<file path="config.mk">
export PLATFORM = sky130hd
export DESIGN_NAME = i2c_stretch_master_brg
export DESIGN_NICKNAME = d
export VERILOG_FILES = /design/src/i2c_stretch_master_brg.v
export VERILOG_INCLUDE_DIRS = /design/src
export SDC_FILE = /design/constraint.sdc
export NUM_CORES = 1
export LEC_CHECK = 0
export BUFFER_PORTS_ARGS = -buffer_cell sky130_fd_sc_hd__buf_2
export CAP_MARGIN = 20
export CORE_MARGIN = 5
export CORE_UTILIZATION = 63
export DETAILED_ROUTE_END_ITERATION = 6
export PLACE_DENSITY = 0.88
export SYNTH_ARGS = -nofsm -noshare
export SYNTH_HDL_FRONTEND = slang
export SYNTH_SLANG_ARGS = --single-unit
</file>
<file path="constraint.sdc">
create_clock -name sys_clk -period 4.5 [get_ports sys_clk]
set_input_delay 0.675 -clock sys_clk [delete_from_list [all_inputs] [get_ports sys_clk]]
set_output_delay 0.675 -clock sys_clk [all_outputs]
set_load 0.03 [all_outputs]
</file>
<file path="src/i2c_stretch_map.vh">
// Functional notes
// [RULE1] 10-bit address: stretch on address flag, keep release bit
// [RULE2] address flag set after high byte, then write
// [RULE3] address register write releases stretch, clears flag
// [RULE4] buffer-full stretch only on data, never address
// [RULE5] 7-bit transmit: clear release bit if buffer empty
// [RULE6] buffer loaded before ninth fall: no stretch
// [RULE7] software may set release bit any time
// [RULE8] 10-bit transmit: third header enters transmit, no flag
// [RULE9] drive SCL low only once sampled low
// [RULE10] hold SCL low until release bit set
// [RULE11] general call compares all-zero write address too
// [RULE12] general call loads buffer, full, interrupt
// [RULE13] 10-bit general call skips second byte, no flag
// [RULE14] start and stop seen cleared on reset, disable
// [RULE15] buffer write during start is discarded, collision flag
// [RULE16] master interrupt on start, stop, byte, acknowledge
// [RULE17] master transmit sends address, bytes, receives acknowledge
// [RULE18] master receive clocks bytes, sends acknowledge each
// [RULE19] slave acknowledge captured into status bit, interrupt
// [RULE20] stop enable makes stop, interrupt when done
// [RULE21] generator reloads from low seven address bits
// [RULE22] generator steps twice per instruction cycle
// [RULE23] operation done: counter stops, SCL holds state
// [RULE24] released SCL: wait high, then reload generator
// [RULE25] receive stretch enable holds SCL after data
// [RULE26] header 11110 marks a 10-bit address
// [RULE27] enabled two-wire mode makes pins open-drain
// [RULE28] software clears interrupt and collision flags
`ifndef I2C_STRETCH_MAP_VH
`define I2C_STRETCH_MAP_VH

`define MODE_SL7      4'h6
`define MODE_SL10     4'h7
`define MODE_MASTER   4'h8
`define MODE_SL7_SP   4'he
`define MODE_SL10_SP  4'hf

`define TEN_HDR       5'h1e
`define GC_ADDR       8'h00
`define BYTE_BITS     4'h8
`define ACK_CLOCK     4'h9
`define LAST_TX_BIT   4'h8
`define LAST_RX_BIT   4'h7
`define LAST_ACK_BIT  4'h0
`define BRG_RELOAD_W  7

// system clock period in ns, instruction cycle = 4 system clocks,
// generator steps on the second and fourth quarter of it
`define SYS_CLK_NS    25
`define TCY_CLKS      4
`define PHASE_INIT    2'h0

`define OP_START      3'h0
`define OP_RSTART     3'h1
`define OP_TX         3'h2
`define OP_RX         3'h3
`define OP_ACK        3'h4
`define OP_STOP       3'h5

`endif

</file>
<file path="src/i2c_stretch_master_brg.v">
`timescale 1ns/10ps
`include "i2c_stretch_map.vh"

module i2c_stretch_master_brg (
	input  wire       sys_clk,
	input  wire       nrst,
	input  wire       port_enable_bit,
	input  wire [3:0] port_mode_select,
	input  wire       general_call_enable,
	input  wire       stretch_or_start_enable,
	input  wire       restart_req,
	input  wire       stop_enable_bit,
	input  wire       rcv_enable_req,
	input  wire       ack_seq_req,
	input  wire       ack_data_bit,
	input  wire       addr_wr,
	input  wire [7:0] addr_wdata,
	input  wire       buf_wr,
	input  wire [7:0] buf_wdata,
	input  wire       buf_rd,
	input  wire       ckp_set,
	input  wire       ckp_clr,
	input  wire       int_clr,
	input  wire       write_collision_flag_clr,
	input  wire       scl_in,
	input  wire       sda_in,
	output wire       scl_out,
	output wire       scl_oe_n,
	output wire       sda_out,
	output wire       sda_oe_n,
	output wire [7:0] transfer_buffer,
	output wire [7:0] address_baud_register,
	output wire       buffer_full_flag,
	output wire       address_update_flag,
	output wire       clock_release_bit,
	output wire       port_interrupt_flag,
	output wire       write_collision_flag,
	output wire       ack_status_bit,
	output wire       start_seen,
	output wire       stop_seen,
	output wire       rw_status,
	output wire       master_busy
);

	localparam M_IDLE  = 3'h0;
	localparam M_LO    = 3'h1;
	localparam M_WAITH = 3'h2;
	localparam M_HI    = 3'h3;
	localparam M_FIN   = 3'h4;

	function is_ten;
		input [3:0] m;
		begin
			is_ten = (m == `MODE_SL10) || (m == `MODE_SL10_SP);
		end
	endfunction

	function is_slave;
		input [3:0] m;
		begin
			is_slave = (m == `MODE_SL7) || (m == `MODE_SL10) ||
				(m == `MODE_SL7_SP) || (m == `MODE_SL10_SP);
		end
	endfunction

	reg       scl_m_r, scl_s_r, scl_d_r;
	reg       sda_m_r, sda_s_r, sda_d_r;
	reg [1:0] phase_r;
	reg [6:0] brg_r;
	reg [7:0] buf_r, adr_r, sr_r;
	reg       bf_r, ua_r, ckp_r, int_r, write_collision_flag_r, ackst_r, rw_r;
	reg       start_r, stop_r;
	reg       scl_oe_n_r, sda_oe_n_r;
	reg       sl_act_r, sl_addr_r, sl_acnt_r, sl_tx_r, hi_ok_r;
	reg [3:0] bit_cnt_r;
	reg       ack_drv_r, ev_r, ua_hold_r, scl_hold_r, data_byte_r;
	reg [2:0] m_st_r, m_op_r;
	reg [3:0] m_bit_r;
	reg       m_scl_low_r, m_sda_low_r;

	wire mst      = port_enable_bit && (port_mode_select == `MODE_MASTER);
	wire slv      = port_enable_bit && is_slave(port_mode_select);
	wire ten      = is_ten(port_mode_select);
	wire scl_rise = scl_s_r && !scl_d_r;
	wire scl_fall = !scl_s_r && scl_d_r;
	wire bus_st   = scl_s_r && scl_d_r && !sda_s_r && sda_d_r;
	wire bus_sp   = scl_s_r && scl_d_r && sda_s_r && !sda_d_r;
	// generator steps on odd phases only: two steps per instruction
	wire tick     = phase_r[0]; // see [RULE22]
	wire counting = (m_st_r == M_LO) || (m_st_r == M_HI) ||
		(m_st_r == M_FIN);
	wire expire   = counting && tick && (brg_r == 7'h00);
	wire [6:0] reload = adr_r[`BRG_RELOAD_W-1:0]; // see [RULE21]
	wire gc       = general_call_enable && (sr_r == `GC_ADDR); // see [RULE11]
	wire hdr      = (sr_r[7:3] == `TEN_HDR) &&
		(sr_r[2:1] == adr_r[2:1]); // see [RULE26]
	wire m_last   = (m_op_r == `OP_TX) ? (m_bit_r == `LAST_TX_BIT) :
		(m_op_r == `OP_RX) ? (m_bit_r == `LAST_RX_BIT) :
		(m_bit_r == `LAST_ACK_BIT);
	wire next_low = (m_op_r == `OP_TX) && (m_bit_r < `LAST_RX_BIT) &&
		!sr_r[6];
	wire sl_hold  = sl_act_r && (!ckp_r || ua_hold_r);
	wire tx_drv   = sl_act_r && sl_tx_r && !sl_addr_r &&
		(bit_cnt_r < `BYTE_BITS);

	assign scl_out               = 1'b0;
	assign sda_out               = 1'b0;
	assign scl_oe_n              = scl_oe_n_r;
	assign sda_oe_n              = sda_oe_n_r;
	assign transfer_buffer       = buf_r;
	assign address_baud_register = adr_r;
	assign buffer_full_flag      = bf_r;
	assign address_update_flag   = ua_r;
	assign clock_release_bit     = ckp_r;
	assign port_interrupt_flag   = int_r;
	assign write_collision_flag  = write_collision_flag_r;
	assign ack_status_bit        = ackst_r;
	assign start_seen            = start_r;
	assign stop_seen             = stop_r;
	assign rw_status             = rw_r;
	assign master_busy           = (m_st_r != M_IDLE);

	// the first stage only feeds the second; edges use stages two, three
	always @(posedge sys_clk) begin
		if (!nrst) begin
			scl_m_r <= 1'b1;
			scl_s_r <= 1'b1;
			scl_d_r <= 1'b1;
			sda_m_r <= 1'b1;
			sda_s_r <= 1'b1;
			sda_d_r <= 1'b1;
			phase_r <= `PHASE_INIT;
		end else begin
			scl_m_r <= scl_in;
			scl_s_r <= scl_m_r;
			scl_d_r <= scl_s_r;
			sda_m_r <= sda_in;
			sda_s_r <= sda_m_r;
			sda_d_r <= sda_s_r;
			// phase restarts while idle so every operation sees
			// full low phases; costs lock to the instruction phase
			phase_r <= (m_st_r == M_IDLE) ? `PHASE_INIT :
				phase_r + 2'h1;
		end
	end

	// pins only ever pull low; released state floats to the pull-up
	always @(posedge sys_clk) begin
		if (!nrst) begin
			scl_oe_n_r <= 1'b1;
			sda_oe_n_r <= 1'b1;
			scl_hold_r <= 1'b0;
		end else begin
			// stretch joins only a low the other master already made
			scl_hold_r <= slv && sl_hold &&
				(scl_hold_r || !scl_s_r); // see [RULE9]
			// released once the release bit is back and an address write has cleared any address-flag hold; the wire
			// itself stays low while anyone else holds it
			scl_oe_n_r <= !((slv && sl_hold &&
				(scl_hold_r || !scl_s_r)) ||
				(mst && m_scl_low_r)); // see [RULE10] see [RULE27]
			sda_oe_n_r <= !((slv && (ack_drv_r ||
				(tx_drv && !sr_r[7]))) ||
				(mst && m_sda_low_r)); // see [RULE27]
		end
	end

	always @(posedge sys_clk) begin
		if (!nrst) begin
			brg_r       <= 7'h00;
			buf_r       <= 8'h00;
			adr_r       <= 8'h00;
			sr_r        <= 8'h00;
			bf_r        <= 1'b0;
			ua_r        <= 1'b0;
			ckp_r       <= 1'b1;
			int_r       <= 1'b0;
			write_collision_flag_r      <= 1'b0;
			ackst_r     <= 1'b0;
			rw_r        <= 1'b0;
			start_r     <= 1'b0; // see [RULE14]
			stop_r      <= 1'b0;
			sl_act_r    <= 1'b0;
			sl_addr_r   <= 1'b0;
			sl_acnt_r   <= 1'b0;
			sl_tx_r     <= 1'b0;
			hi_ok_r     <= 1'b0;
			bit_cnt_r   <= 4'h0;
			ack_drv_r   <= 1'b0;
			ev_r        <= 1'b0;
			data_byte_r <= 1'b0;
			ua_hold_r   <= 1'b0;
			m_st_r      <= M_IDLE;
			m_op_r      <= `OP_START;
			m_bit_r     <= 4'h0;
			m_scl_low_r <= 1'b0;
			m_sda_low_r <= 1'b0;
		end else begin
			// software side: clears first so that hardware sets win
			if (int_clr)
				int_r <= 1'b0;
			if (write_collision_flag_clr)
				write_collision_flag_r <= 1'b0;
			if (buf_rd)
				bf_r <= 1'b0;
			if (ckp_clr)
				ckp_r <= 1'b0;
			if (addr_wr) begin
				adr_r     <= addr_wdata;
				ua_r      <= 1'b0; // see [RULE3]
				ua_hold_r <= 1'b0;
			end
			if (counting && tick && (brg_r != 7'h00))
				brg_r <= brg_r - 7'h01;

			// bus conditions, seen in every mode
			if (bus_st) begin
				start_r <= 1'b1;
				stop_r  <= 1'b0;
			end
			if (bus_sp) begin
				stop_r  <= 1'b1;
				start_r <= 1'b0;
			end

			// ---------------- slave ----------------
			if (slv && bus_st) begin
				sl_act_r  <= 1'b1;
				sl_addr_r <= 1'b1;
				sl_acnt_r <= 1'b0;
				sl_tx_r   <= 1'b0;
				bit_cnt_r <= 4'h0;
				ack_drv_r <= 1'b0;
				ev_r      <= 1'b0;
			end else if (slv && bus_sp) begin
				sl_act_r  <= 1'b0;
				hi_ok_r   <= 1'b0;
				ack_drv_r <= 1'b0;
			end else if (slv && sl_act_r && scl_rise) begin
				if (bit_cnt_r < `BYTE_BITS) begin
					if (!(sl_tx_r && !sl_addr_r))
						sr_r <= {sr_r[6:0], sda_s_r};
					bit_cnt_r <= bit_cnt_r + 4'h1;
				end else if (sl_tx_r && !sl_addr_r && sda_s_r) begin
					// not acknowledged: transfer over, wait for start
					sl_act_r <= 1'b0;
				end
			end else if (slv && sl_act_r && scl_fall) begin
				if (bit_cnt_r == `BYTE_BITS) begin
					bit_cnt_r <= `ACK_CLOCK;
					ev_r      <= 1'b1;
					data_byte_r <= !sl_addr_r; // see [RULE4]
					if (sl_tx_r && !sl_addr_r) begin
						bf_r <= 1'b0;
					end else if (!sl_addr_r || gc) begin
						// data byte, or a general call address
						if (!bf_r) begin
							buf_r     <= sr_r; // see [RULE12]
							bf_r      <= 1'b1;
							ack_drv_r <= 1'b1;
						end
						if (sl_addr_r) begin
							rw_r      <= 1'b0;
							sl_addr_r <= 1'b0; // see [RULE13]
						end
					end else if (!ten) begin
						if (sr_r[7:1] == adr_r[7:1]) begin
							rw_r      <= sr_r[0];
							sl_tx_r   <= sr_r[0];
							sl_addr_r <= 1'b0;
							buf_r     <= sr_r;
							bf_r      <= !sr_r[0] || bf_r;
							ack_drv_r <= !bf_r;
						end else begin
							sl_act_r <= 1'b0;
							ev_r     <= 1'b0;
						end
					end else if (!sl_acnt_r && hdr && sr_r[0] &&
						hi_ok_r) begin
						rw_r      <= 1'b1;
						sl_tx_r   <= 1'b1; // see [RULE8]
						sl_addr_r <= 1'b0;
						buf_r     <= sr_r;
						ack_drv_r <= 1'b1;
					end else if (!sl_acnt_r && hdr && !sr_r[0]) begin
						rw_r      <= 1'b0;
						sl_acnt_r <= 1'b1;
						ua_r      <= 1'b1; // see [RULE2]
						buf_r     <= sr_r;
						bf_r      <= 1'b1;
						ack_drv_r <= !bf_r;
					end else if (sl_acnt_r &&
						(sr_r == adr_r)) begin
						sl_addr_r <= 1'b0;
						hi_ok_r   <= 1'b1;
						ua_r      <= 1'b1; // see [RULE2]
						buf_r     <= sr_r;
						bf_r      <= 1'b1;
						ack_drv_r <= !bf_r;
					end else begin
						sl_act_r <= 1'b0;
						ev_r     <= 1'b0;
					end
				end else if (bit_cnt_r == `ACK_CLOCK) begin
					bit_cnt_r <= 4'h0;
					ack_drv_r <= 1'b0;
					ev_r      <= 1'b0;
					if (ev_r)
						int_r <= 1'b1; // see [RULE12]
					if (ua_r) begin
						// held, but the release bit is left alone
						ua_hold_r <= 1'b1; // see [RULE1]
					end else if (sl_tx_r && !bf_r) begin
						ckp_r <= 1'b0; // see [RULE5] see [RULE6]
					end else if (!sl_tx_r && data_byte_r && ev_r &&
						stretch_or_start_enable && bf_r) begin
						// sl_addr_r drops at the address match, so
						// the byte kind is kept from the eighth fall
						ckp_r <= 1'b0; // see [RULE4] see [RULE25]
					end
				end else if (sl_tx_r && !sl_addr_r &&
					(bit_cnt_r != 4'h0)) begin
					sr_r <= {sr_r[6:0], 1'b0};
				end
			end
			if (slv && buf_wr) begin
				// transmit data also primes the shifter
				buf_r <= buf_wdata;
				sr_r  <= buf_wdata;
				bf_r  <= 1'b1;
			end

			// ---------------- master ----------------
			if (mst && buf_wr) begin
				if (m_st_r != M_IDLE) begin
					// no queueing: write is dropped
					write_collision_flag_r <= 1'b1; // see [RULE15]
				end else begin
					buf_r       <= buf_wdata;
					sr_r        <= buf_wdata;
					bf_r        <= 1'b1;
					m_op_r      <= `OP_TX; // see [RULE17]
					m_bit_r     <= 4'h0;
					m_scl_low_r <= 1'b1;
					m_sda_low_r <= !buf_wdata[7];
					brg_r       <= reload; // see [RULE21]
					m_st_r      <= M_LO;
				end
			end else if (mst && (m_st_r == M_IDLE)) begin
				if (stretch_or_start_enable) begin
					m_op_r      <= `OP_START;
					m_scl_low_r <= 1'b0;
					m_sda_low_r <= 1'b0;
					brg_r       <= reload;
					m_st_r      <= M_HI;
				end else if (restart_req) begin
					m_op_r      <= `OP_RSTART;
					m_scl_low_r <= 1'b1;
					m_sda_low_r <= 1'b0;
					brg_r       <= reload;
					m_st_r      <= M_LO;
				end else if (stop_enable_bit) begin
					m_op_r      <= `OP_STOP; // see [RULE20]
					m_scl_low_r <= 1'b1;
					m_sda_low_r <= 1'b1;
					brg_r       <= reload;
					m_st_r      <= M_LO;
				end else if (rcv_enable_req) begin
					m_op_r      <= `OP_RX; // see [RULE18]
					m_bit_r     <= 4'h0;
					m_scl_low_r <= 1'b1;
					m_sda_low_r <= 1'b0;
					brg_r       <= reload;
					m_st_r      <= M_LO;
				end else if (ack_seq_req) begin
					m_op_r      <= `OP_ACK; // see [RULE18]
					m_bit_r     <= 4'h0;
					m_scl_low_r <= 1'b1;
					m_sda_low_r <= !ack_data_bit;
					brg_r       <= reload;
					m_st_r      <= M_LO;
				end
			end else if (mst) begin
				case (m_st_r)
				M_LO: begin
					if (expire) begin
						m_scl_low_r <= 1'b0;
						m_st_r      <= M_WAITH;
					end
				end
				M_WAITH: begin
					// an outside device may still hold the clock low
					if (scl_s_r) begin
						brg_r  <= reload; // see [RULE24]
						m_st_r <= M_HI;
					end
				end
				M_HI: begin
					if (expire) begin
						brg_r <= reload;
						if ((m_op_r == `OP_START) ||
							(m_op_r == `OP_RSTART)) begin
							m_sda_low_r <= 1'b1;
							m_st_r      <= M_FIN;
						end else if (m_op_r == `OP_STOP) begin
							m_sda_low_r <= 1'b0;
							m_st_r      <= M_FIN;
						end else begin
							m_scl_low_r <= 1'b1;
							if (m_op_r == `OP_RX)
								sr_r <= {sr_r[6:0], sda_s_r};
							else if (m_op_r == `OP_TX)
								sr_r <= {sr_r[6:0], 1'b0};
							if ((m_op_r == `OP_TX) &&
								(m_bit_r == `LAST_RX_BIT)) begin
								bf_r        <= 1'b0;
							end
							if (m_last) begin
								if (m_op_r == `OP_TX)
									ackst_r <= sda_s_r; // see [RULE19]
								if (m_op_r == `OP_RX) begin
									buf_r <= {sr_r[6:0], sda_s_r};
									bf_r  <= 1'b1;
								end
								int_r  <= 1'b1; // see [RULE16]
								// counter idles, SCL stays low
								m_st_r <= M_IDLE; // see [RULE23]
							end else begin
								m_sda_low_r <= next_low;
								m_bit_r     <= m_bit_r + 4'h1;
								m_st_r      <= M_LO;
							end
						end
					end
				end
				M_FIN: begin
					if (expire) begin
						int_r  <= 1'b1; // see [RULE16] see [RULE20]
						m_st_r <= M_IDLE; // see [RULE23]
					end
				end
				default: m_st_r <= M_IDLE;
				endcase
			end

			// software may free the clock whatever the buffer holds
			if (ckp_set)
				ckp_r <= 1'b1; // see [RULE7]
			if (!port_enable_bit) begin
				start_r     <= 1'b0; // see [RULE14]
				stop_r      <= 1'b0;
				sl_act_r    <= 1'b0;
				ack_drv_r   <= 1'b0;
				ua_hold_r   <= 1'b0;
				m_st_r      <= M_IDLE;
				m_scl_low_r <= 1'b0;
				m_sda_low_r <= 1'b0;
			end
		end
	end

endmodule

</file>
==> out/metrics.cfg, run 1 <==
[finish]
mostFrequentLayoutCells=dfxtp_1 (75), buf_2 (66), nor2_1 (48), a21oi_1 (43), nand2_1 (42)
fin_nets=698
mostFrequentLayoutCell=dfxtp_1
syn2layout_area_growth_pct=10.7
antenna_cells=0
layout-drive-gt1-share_pct=16.4
nFillCells=623

[sta]
finalHoldViolations=0
timing.final.crit_share_pct=63.5
slew-limit-headroom_pct=33.9
timing.final.ws_setup_ns=1.64
finalMaxSlewViolations=0
worst_pin_slew_ns=0.992
tns_ns=0
fmax_mhz=350
skew_ns=0.0184
period_needed_ns=2.86
setup_viol=0
rsz0062_at_grt=false

[synthesis]
seq_area_frac_synth_pct=30.9
synth_top_area_share_pct=30.9
synth_cell_type_count=78
netlist_area_um2=4860
synth_seq_cells=75
yosysWarnings=0
synth_edf_count=0
synth_top_area_cell=dfxtp_1
synth_area_leaders=dfxtp_1 (31%), a21oi_1 (4.4%), o211ai_1 (4.3%), nor2_1 (3.7%), mux2i_1 (3.3%)
syn_avg_cell_area_um2=7.98
async_flop_share_pct=0
synthCells=609
ys.flop_type=dfxtp_1

[grt]
track_usage_pct=29.4
grt_max_degree=34
grt_pass1_vias=4763
grt_pass1_wl_um=23200
grt_overflow_total=0
antenna_found_initial=1

[worst_setup_path]
critPathKind=reg -> reg
crit_path_end_kind=register
cp_slowest_stage_delay_ns=0.67
path_cells=xor2_1, nor3_1, nand4_2, a21oi_1, o21ai_0, a211oi_1
path_buf_inv=0
startpoint_type=register
critPathTopFamily=simple AND/OR/NAND/NOR gates
crit_required_ns=4.78
cp_data_arrival_time_ns=3.14
slowest_stage=dfxtp_1
critPathMaxFanout=10

[power_and_ir_drop]
ir_drop_uv=198
swShare_pct=30.3
p_clk_share_pct=39.1
p_int_mw=1.00
powerDensity_nw_per_um2=268
comb_power_share_pct=12.1
power_switching_uw=437
p_leak_nw=2.00
seq_power_share_pct=48.8

[place]
gp_congestion=0.989
place_hpwl_um=10400
io_buffers=66
pre_cts_ws_ns=1.46

[detailed_routing]
first_iter_violations=483
wirelength_um=14500
post_drt_wl_per_cell_um=19.1
vias=5112
vias_per_cell=6.73
drc=0
drt-pass1-iter-count=5
ant_nets=0

[clock_tree]
cts_tree=yes
clockBufferDepth=2
path_clk_slew_ns=0.09
cts_setup_buffers=0
holdBufCountCts=0
post_cts_resized=0
cts-root-buf=clkbuf_8
htreeDepth=3
clock_sinks=75
cts_made_buffers=9
clk_latency_ns=0.37

[flow_run]
cap_violations=0

[die]
num_rows=32
io_pins=69
fp.coreArea_um2=7610
die_w_um=97.8
fp.dieArea_um2=9570
dieHeight_um=97.8
initial_utilization_pct=63.8

[outcome]
outcome=finished clean

[hold_path]
hold_class=reg -> reg

[synth_stat cells, drive strengths merged (9+ instances only)]
cell and number:
dfxtp 75, nor4 9, o211ai 29, nor2 49, mux2i 16, a21oi 43
nand2b 13, a31oi 18, inv 20, and2 13, clkbuf 19, buf 19
a211oi 13, nand3 31, xor2 10, o21ai 28, nor2b 10, nand2 42
nor3 23
[worst reg2reg max path, delay by kind of cell, from the launching register on]
kind	cells	cell delay, ns
simple gates	2	1.05
xor+xnor	1	0.13
compound gates	3	0.92
flops	1	0.67
[routing by layer]
layer	routed length, um	global-route usage (%)	share of wire [%]
met5	13	0	0.090
met4	470	13.3	3.2
met3	1450	7.93	10
met2	6650	46.7	46
met1	5900	37.4	41
[layout make-up]
class                   count  area (um2)  area share, %
repair buffers             70         360           6.70
flip-flops and latches     75        1500           27.9
inverters                  20        75.1           1.40
clock inverters             7        82.6           1.54
multi-input cells         477        3110           57.8
well taps                 102         128           2.37
clock buffers               9         124           2.30
[sequential cells by signal, summed over array words and instances (netlist names), 3 cells and up]
name                   flops
m_bit_r                    4
m_st_r                     3
sr_r                       8
transfer_buffer            8
m_op_r                     3
address_baud_register      8
bit_cnt_r                  4
brg_r                      7
[path summary, 6_finish.rpt]
kind | to | slack [ns] | cells past startpoint | start
worst max-delay path | sl_act_r | 1.64 | 6 | sr_r[5]
worst min register to register | sda_s_r | 0.41 | 1 | sda_m_r
worst min-delay path | sda_s_r | 0.41 | 1 | sda_m_r
worst max register to register | sl_act_r | 1.64 | 6 | sr_r[5]
[power by group through the flow]
stage | Sequential [mW] | Combinational (mW) | Clock [mW]
4_1_cts | 0.703 | 0.171 | 0.562
3_3_place_gp | 0.718 | 0.165 | 0
2_1_floorplan | 0.719 | 0.107 | 0
5_1_grt | 0.706 | 0.188 | 0.591
3_5_place_dp | 0.719 | 0.170 | 0
6_report | 0.704 | 0.174 | 0.564
[cells by family (layout without fill, tap and decap cells)]
group                      after synthesis  after routing  share of synthesized area [%]
other                                    1              2                         0.0772
AOI/OAI and AO/OA                      201            201                           28.9
and+or+nand+nor                        236            236                           27.1
buffers and inverters                   58            106                           5.18
DFF                                     75             75                           30.9
muxes                                   17             17                           3.53
adders and majority gates                6              6                           1.55
xor gates and xnor gates                15             15                           2.70
[stage by stage]
step           instances  hold WS [ns]  power (mW)  utilization, %  area, um2
3_5_place_dp         744         0.391       0.889            68.0       5170
3_3_place_gp         744         0.391       0.883            68.0       5170
4_1_cts              760         0.414        1.44            70.7       5380
5_1_grt              760         0.446        1.49            70.7       5380
2_1_floorplan        610         0.386       0.826               -       4860
6_report             760         0.413        1.44            70.7       5380
(Power assumes the default switching activity.)
==> run 2: changes to the inputs <==
CORE_UTILIZATION = 58   (was 63)
PLACE_DENSITY = 0.82   (was 0.88)
clock period = 2.7 ns   (was 4.5 ns; I/O delays follow)
==> out/metrics.cfg, run 2 (synthesized netlist as in run 1, its figures left out) <==
[detailed_routing]
wirelength_um=15400  ; was 14,500 um
vias_per_cell=6.79  ; was 6.73
drc=0  ; unchanged
ant_nets=0  ; unchanged
vias=5368  ; was 5,112
first_iter_violations=404  ; was 483
drt-pass1-iter-count=5  ; unchanged
post_drt_wl_per_cell_um=19.5  ; was 19.1 um

[hold_path]
hold_class=in -> reg  ; was reg -> reg
worstHoldStart=sda_in  ; was sda_m_r
hold_end=sda_m_r  ; was sda_s_r
whs_path_depth=2  ; was 1

[finish]
mostFrequentLayoutCells=dfxtp_1 (75), buf_2 (66), nor2_1 (48), a21oi_1 (43), nand2_1 (42)  ; unchanged
fin_cells=790  ; was 760
syn2layout_area_growth_pct=15.2  ; was 10.7%
utilization_pct=68.5  ; was 70.7%
fin_nets=725  ; was 698
layout-drive-gt1-share_pct=19.9  ; was 16.4%
mostFrequentLayoutCell=dfxtp_1  ; unchanged
antenna_cells=0  ; unchanged

[sta]
period_needed_ns=2.48  ; was 2.86 ns
slew-limit-headroom_pct=56.4  ; was 33.9%
finalHoldViolations=0  ; unchanged
hold-worst-slack_ns=0.222  ; was 0.413 ns
setup_viol=0  ; unchanged
fmax_mhz=404  ; was 350 MHz
rsz0062_at_grt=false  ; unchanged
skew_ns=0.0145  ; was 0.0184 ns
timing.final.crit_share_pct=91.7  ; was 63.5%
finalMaxSlewViolations=0  ; unchanged
worst_pin_slew_ns=0.638  ; was 0.992 ns
tns_ns=0  ; unchanged

[clock_tree]
cts_tree=yes  ; unchanged
cts-root-buf=clkbuf_8  ; unchanged
cts_made_buffers=9  ; unchanged
holdBufCountCts=0  ; unchanged
cts_setup_buffers=0  ; unchanged
htreeDepth=3  ; unchanged
clock_sinks=75  ; unchanged
path_clk_slew_ns=0.09  ; about the same
clockBufferDepth=2  ; unchanged
clk_latency_ns=0.37  ; about the same
post_cts_resized=0  ; unchanged

[grt]
grt_overflow_total=0  ; unchanged
met2_usage_pct=48.6  ; was 46.7%
grt_max_degree=26  ; was 34
grt_pass1_vias=5077  ; was 4,763
antenna_found_initial=0  ; was 1
track_usage_pct=30.3  ; was 29.4%
grt_pass1_wl_um=25100  ; was 23,200 um
grt-busiest-layer=met2  ; unchanged
grt.met3_usage_pct=6.96  ; was 7.93%
met1_usage_pct=38.6  ; was 37.4%

[die]
io_pins=69  ; unchanged
die_w_um=102  ; was 97.8 um
num_rows=33  ; was 32
fp.dieArea_um2=10300  ; was 9570 um2
initial_utilization_pct=59.4  ; was 63.8%
fp.coreArea_um2=8180  ; was 7610 um2
dieHeight_um=102  ; was 97.8 um

[worst_setup_path]
path_cells=inv_1, ha_1, nor4bb_1, o211ai_2, nor2_1, nor2_1, or4_1, a21oi_1  ; was xor2_1, nor3_1, nand4_2, a21oi_1, o21ai_0, a211oi_1
cp_data_arrival_time_ns=2.77  ; was 3.14 ns
rrSetupSlack_ns=0.22  ; was 1.64 ns
cp_common_cell=nor2_1
critPathKind=reg -> reg  ; unchanged
worstReg2RegEnd=m_bit_r[3]  ; was sl_act_r
slowest_stage=or4_1  ; was dfxtp_1
crit_required_ns=3.00  ; was 4.78 ns
critPathTopFamily=simple AND/OR/NAND/NOR gates  ; unchanged
cp_slowest_stage_delay_ns=0.49  ; was 0.67 ns
critPathMaxFanout=9  ; was 10
r2r_cells=8  ; was 6
critPathLaunch=brg_r[0]  ; was sr_r[5]
rr_startpoint=brg_r[0]  ; was sr_r[5]
crit_path_end_kind=register  ; unchanged
startpoint_type=register  ; unchanged
path_buf_inv=1  ; was 0

[place]
io_buffers=66  ; unchanged
place_hpwl_um=11100  ; was 10,400 um
gp_congestion=1.04  ; was 0.989
dp.cells=774  ; was 744

[power_and_ir_drop]
power_switching_uw=754  ; was 437 uW
p_clk_share_pct=39.4  ; was 39.1%
p_leak_nw=2.15  ; was 2.00 nW
seq_power_share_pct=47.3  ; was 48.8%
powerDensity_nw_per_um2=439  ; was 268 nW/um2
ir_drop_uv=377  ; was 198 uV
swShare_pct=30.7  ; was 30.3%
p_int_mw=1.70  ; was 1.00 mW
comb_power_share_pct=13.3  ; was 12.1%
p_total_mw=2.46  ; was 1.44 mW

[outcome]
outcome=finished clean  ; unchanged

[flow_run]
cap_violations=0  ; unchanged

-- run 2: cell types whose count changed in the layout (fill, tap and decap cells not counted), sizes merged --
cell,delta
inv,+2
clkinvlp,-2
buf,+27
-- run 2: layout make-up --
cell class              count  area, um2
clock inverters             7       90.1
fillers                   720       2580
flip-flops and latches     75       1500
clock buffers               9        124
multi-input cells         477       3110
well taps                 105        131
repair buffers             97        563
inverters                  20       75.1
-- run 2: worst max path at each step --
stage	endpoint	slack (ns)	depth (start not counted)
6_report	m_bit_r[3]	0.22	8
5_1_grt	transfer_buffer[7]	0.01	8
4_1_cts	transfer_buffer[2]	0.15	8
3_5_place_dp	transfer_buffer[3]	0.17	8
3_3_place_gp	transfer_buffer[2]	0.29	8
2_1_floorplan	ack_status_bit	0.50	8
-- run 2: metrics by stage --
step | instance area, um2 | setup slack, ns
global placement | 5380 | 0.292
CTS | 5590 | 0.145
detailed placement | 5380 | 0.169
finish | 5600 | 0.223
global route | 5600 | 0.0128
floorplan | 4860 | 0.505
-- run 2: metal layers --
metal	part of all wire (%)	wire, um
met5	0	0
met1	40	6090
met2	47	7180
met3	10	1530
met4	3.7	562
-- run 2: power by group through the flow --
stage	clock (mW)	combinational (mW)	sequential (mW)
6_report	0.969	0.326	1.16
5_1_grt	1.02	0.349	1.17
4_1_cts	0.975	0.319	1.16
3_5_place_dp	0	0.316	1.19
3_3_place_gp	0	0.307	1.19
2_1_floorplan	0	0.178	1.20
==> run 3: changes to the inputs <==
CORE_UTILIZATION = 35   (was 58)
PLACE_DENSITY = 0.54   (was 0.82)
==> out/metrics.cfg, run 3 (synthesized netlist as in run 1, its figures left out) <==
[worst_setup_path]
crit_path_end_kind=register  ; unchanged
r2r_cells=8  ; unchanged
cp_slowest_stage_delay_ns=0.60  ; was 0.49 ns
critPathMaxFanout=8  ; was 9
crit_required_ns=2.97  ; was 3.00 ns
cp_data_arrival_time_ns=2.73  ; was 2.77 ns
critPathLaunch=brg_r[0]  ; unchanged
slowest_stage=or3_1  ; was or4_1
rr_startpoint=brg_r[0]  ; unchanged
crit_end=transfer_buffer[4]  ; was m_bit_r[3]
startpoint_type=register  ; unchanged
path_cells=inv_1, ha_1, nor4bb_2, o211ai_2, or3_1, nor3_4, a221oi_1, a31oi_1  ; was inv_1, ha_1, nor4bb_1, o211ai_2, nor2_1, nor2_1, or4_1, a21oi_1
rrSetupSlack_ns=0.24  ; was 0.22 ns
worstReg2RegEnd=transfer_buffer[4]  ; was m_bit_r[3]
critPathKind=reg -> reg  ; unchanged

[clock_tree]
clk_latency_ns=0.35  ; was 0.37 ns
cts_tree=yes  ; unchanged
path_clk_slew_ns=0.06  ; was 0.09 ns
clock_sinks=75  ; unchanged
cts_setup_buffers=0  ; unchanged
cts_made_buffers=9  ; unchanged
cts-root-buf=clkbuf_16  ; was clkbuf_8
htreeDepth=3  ; unchanged
clockBufferDepth=2  ; unchanged

[outcome]
outcome=finished clean  ; unchanged

[flow_run]
cap_violations=0  ; unchanged

[finish]
fin_cells=876  ; was 790
nFillCells=1422  ; was 720
antenna_cells=0  ; unchanged
design_area_um2=5860  ; was 5600 um2
mostFrequentLayoutCell=dfxtp_1  ; unchanged
layout-drive-gt1-share_pct=21.1  ; was 19.9%
utilization_pct=42.7  ; was 68.5%
mostFrequentLayoutCells=dfxtp_1 (75), buf_2 (66), nor2_1 (48), a21oi_1 (43), buf_4 (43)  ; was dfxtp_1 (75), buf_2 (66), nor2_1 (48), a21oi_1 (43), nand2_1 (42)
syn2layout_area_growth_pct=20.7  ; was 15.2%
fin_nets=737  ; was 725

[sta]
timing.final.crit_share_pct=91.2  ; was 91.7%
rsz0062_at_grt=false  ; unchanged
worst_pin_slew_ns=0.604  ; was 0.638 ns
slew-limit-headroom_pct=58.7  ; was 56.4%
skew_ns=0.00747  ; was 0.0145 ns
setup_viol=0  ; unchanged
timing.final.ws_setup_ns=0.237  ; was 0.223 ns
finalMaxSlewViolations=0  ; unchanged
period_needed_ns=2.46  ; was 2.48 ns
fmax_mhz=406  ; was 404 MHz
finalHoldViolations=0  ; unchanged
tns_ns=0  ; unchanged

[detailed_routing]
drc=0  ; unchanged
vias_per_cell=5.93  ; was 6.79
vias=5195  ; was 5,368
first_iter_violations=564  ; was 404
ant_nets=0  ; unchanged
post_drt_wl_per_cell_um=19.4  ; was 19.5 um
drt-pass1-iter-count=5  ; unchanged
wirelength_um=17000  ; was 15,400 um

[die]
die_w_um=128  ; was 102 um
fp.coreArea_um2=13700  ; was 8180 um2
fp.dieArea_um2=16300  ; was 10,300 um2
num_rows=43  ; was 33
initial_utilization_pct=35.4  ; was 59.4%
io_pins=69  ; unchanged
dieHeight_um=128  ; was 102 um

[place]
gp_congestion=0.887  ; was 1.04
io_buffers=66  ; unchanged
pre_cts_ws_ns=0.0719  ; was 0.169 ns
place_hpwl_um=13000  ; was 11,100 um
dp.cells=861  ; was 774
postPlaceCellArea_um2=5560  ; was 5380 um2

[grt]
antenna_found_initial=1  ; was 0
grt_pass1_vias=4928  ; was 5,077
grt_max_degree=22  ; was 26
grt_pass1_wl_um=26500  ; was 25,100 um
grt_overflow_total=0  ; unchanged
track_usage_pct=20.6  ; was 30.3%

[power_and_ir_drop]
p_leak_nw=2.23  ; was 2.15 nW
ir_drop_uv=291  ; was 377 uV
powerDensity_nw_per_um2=464  ; was 439 nW/um2

[hold_path]
hold_class=in -> reg  ; unchanged

[run 3: cell types whose count changed in the layout (fill, tap and decap cells not counted), moves of 2 or more]
cell / before / now
buf_4: 31 / 43
clkbuf_16: 0 / 9
clkbuf_8: 9 / 0
inv_8: 3 / 0
clkinvlp_4: 0 / 2
inv_6: 2 / 0
[run 3: how the worst min path moves through the flow]
stage            start                end  cells past startpoint
2_1_floorplan  scl_m_r            scl_s_r                      1
3_3_place_gp   sda_m_r            sda_s_r                      1
3_5_place_dp   scl_m_r            scl_s_r                      1
4_1_cts        ckp_set  clock_release_bit                      2
5_1_grt         sda_in            sda_m_r                      2
6_report       ckp_set  clock_release_bit                      2
[run 3: report_power, final]
| group | switching (mW) | leakage, nW | internal (mW) |
|---|---|---|---|
| clock | 0.510 | 0.137 | 0.712 |
| combinational | 0.212 | 1.49 | 0.123 |
| sequential | 0.0315 | 0.609 | 1.13 |
| total | 0.754 | 2.23 | 1.97 |
[run 3: worst max-delay path: cells and delay by family, from the launching register on]
kind	cells	cell delay (ns)
AO/OA/AOI/OAI	3	0.55
flip-flops	1	0.32
buffers and inverters	1	0.08
adder cells (fa/ha/maj)	1	0.16
AND/OR/NAND/NOR	3	1.28
[run 3: area by class of cell]
| cell class | instances | area (um2) | area share [%] |
|---|---|---|---|
| inverter | 20 | 75.1 | 1.28 |
| timing repair buffer | 109 | 653 | 11.1 |
| clock buffer | 9 | 225 | 3.84 |
| clock inverter | 6 | 67.6 | 1.15 |
| tap | 180 | 225 | 3.84 |
| multi-input combinational | 477 | 3110 | 53.1 |
| sequential | 75 | 1500 | 25.6 |
[run 3: metal layers]
metal | part of all wire, % | track usage, %
met5 | 0.065 | 0
met4 | 3.4 | 8.93
met3 | 6.4 | 3.54
met2 | 47 | 34.0
met1 | 43 | 26.4
[run 3: through the flow]
stage / power (mW) / hold slack, ns
finish: 2.72 / 0.241
detailed placement: 1.52 / 0.411
floorplan: 1.38 / 0.386
global placement: 1.51 / 0.390
CTS: 2.74 / 0.237
global route: 2.80 / 0.255
[run 3: timing repair]
item	4_1_cts	5_1_grt
endpoints found under the setup margin	0	5
resized for setup	0	1
hold buffers	0	0
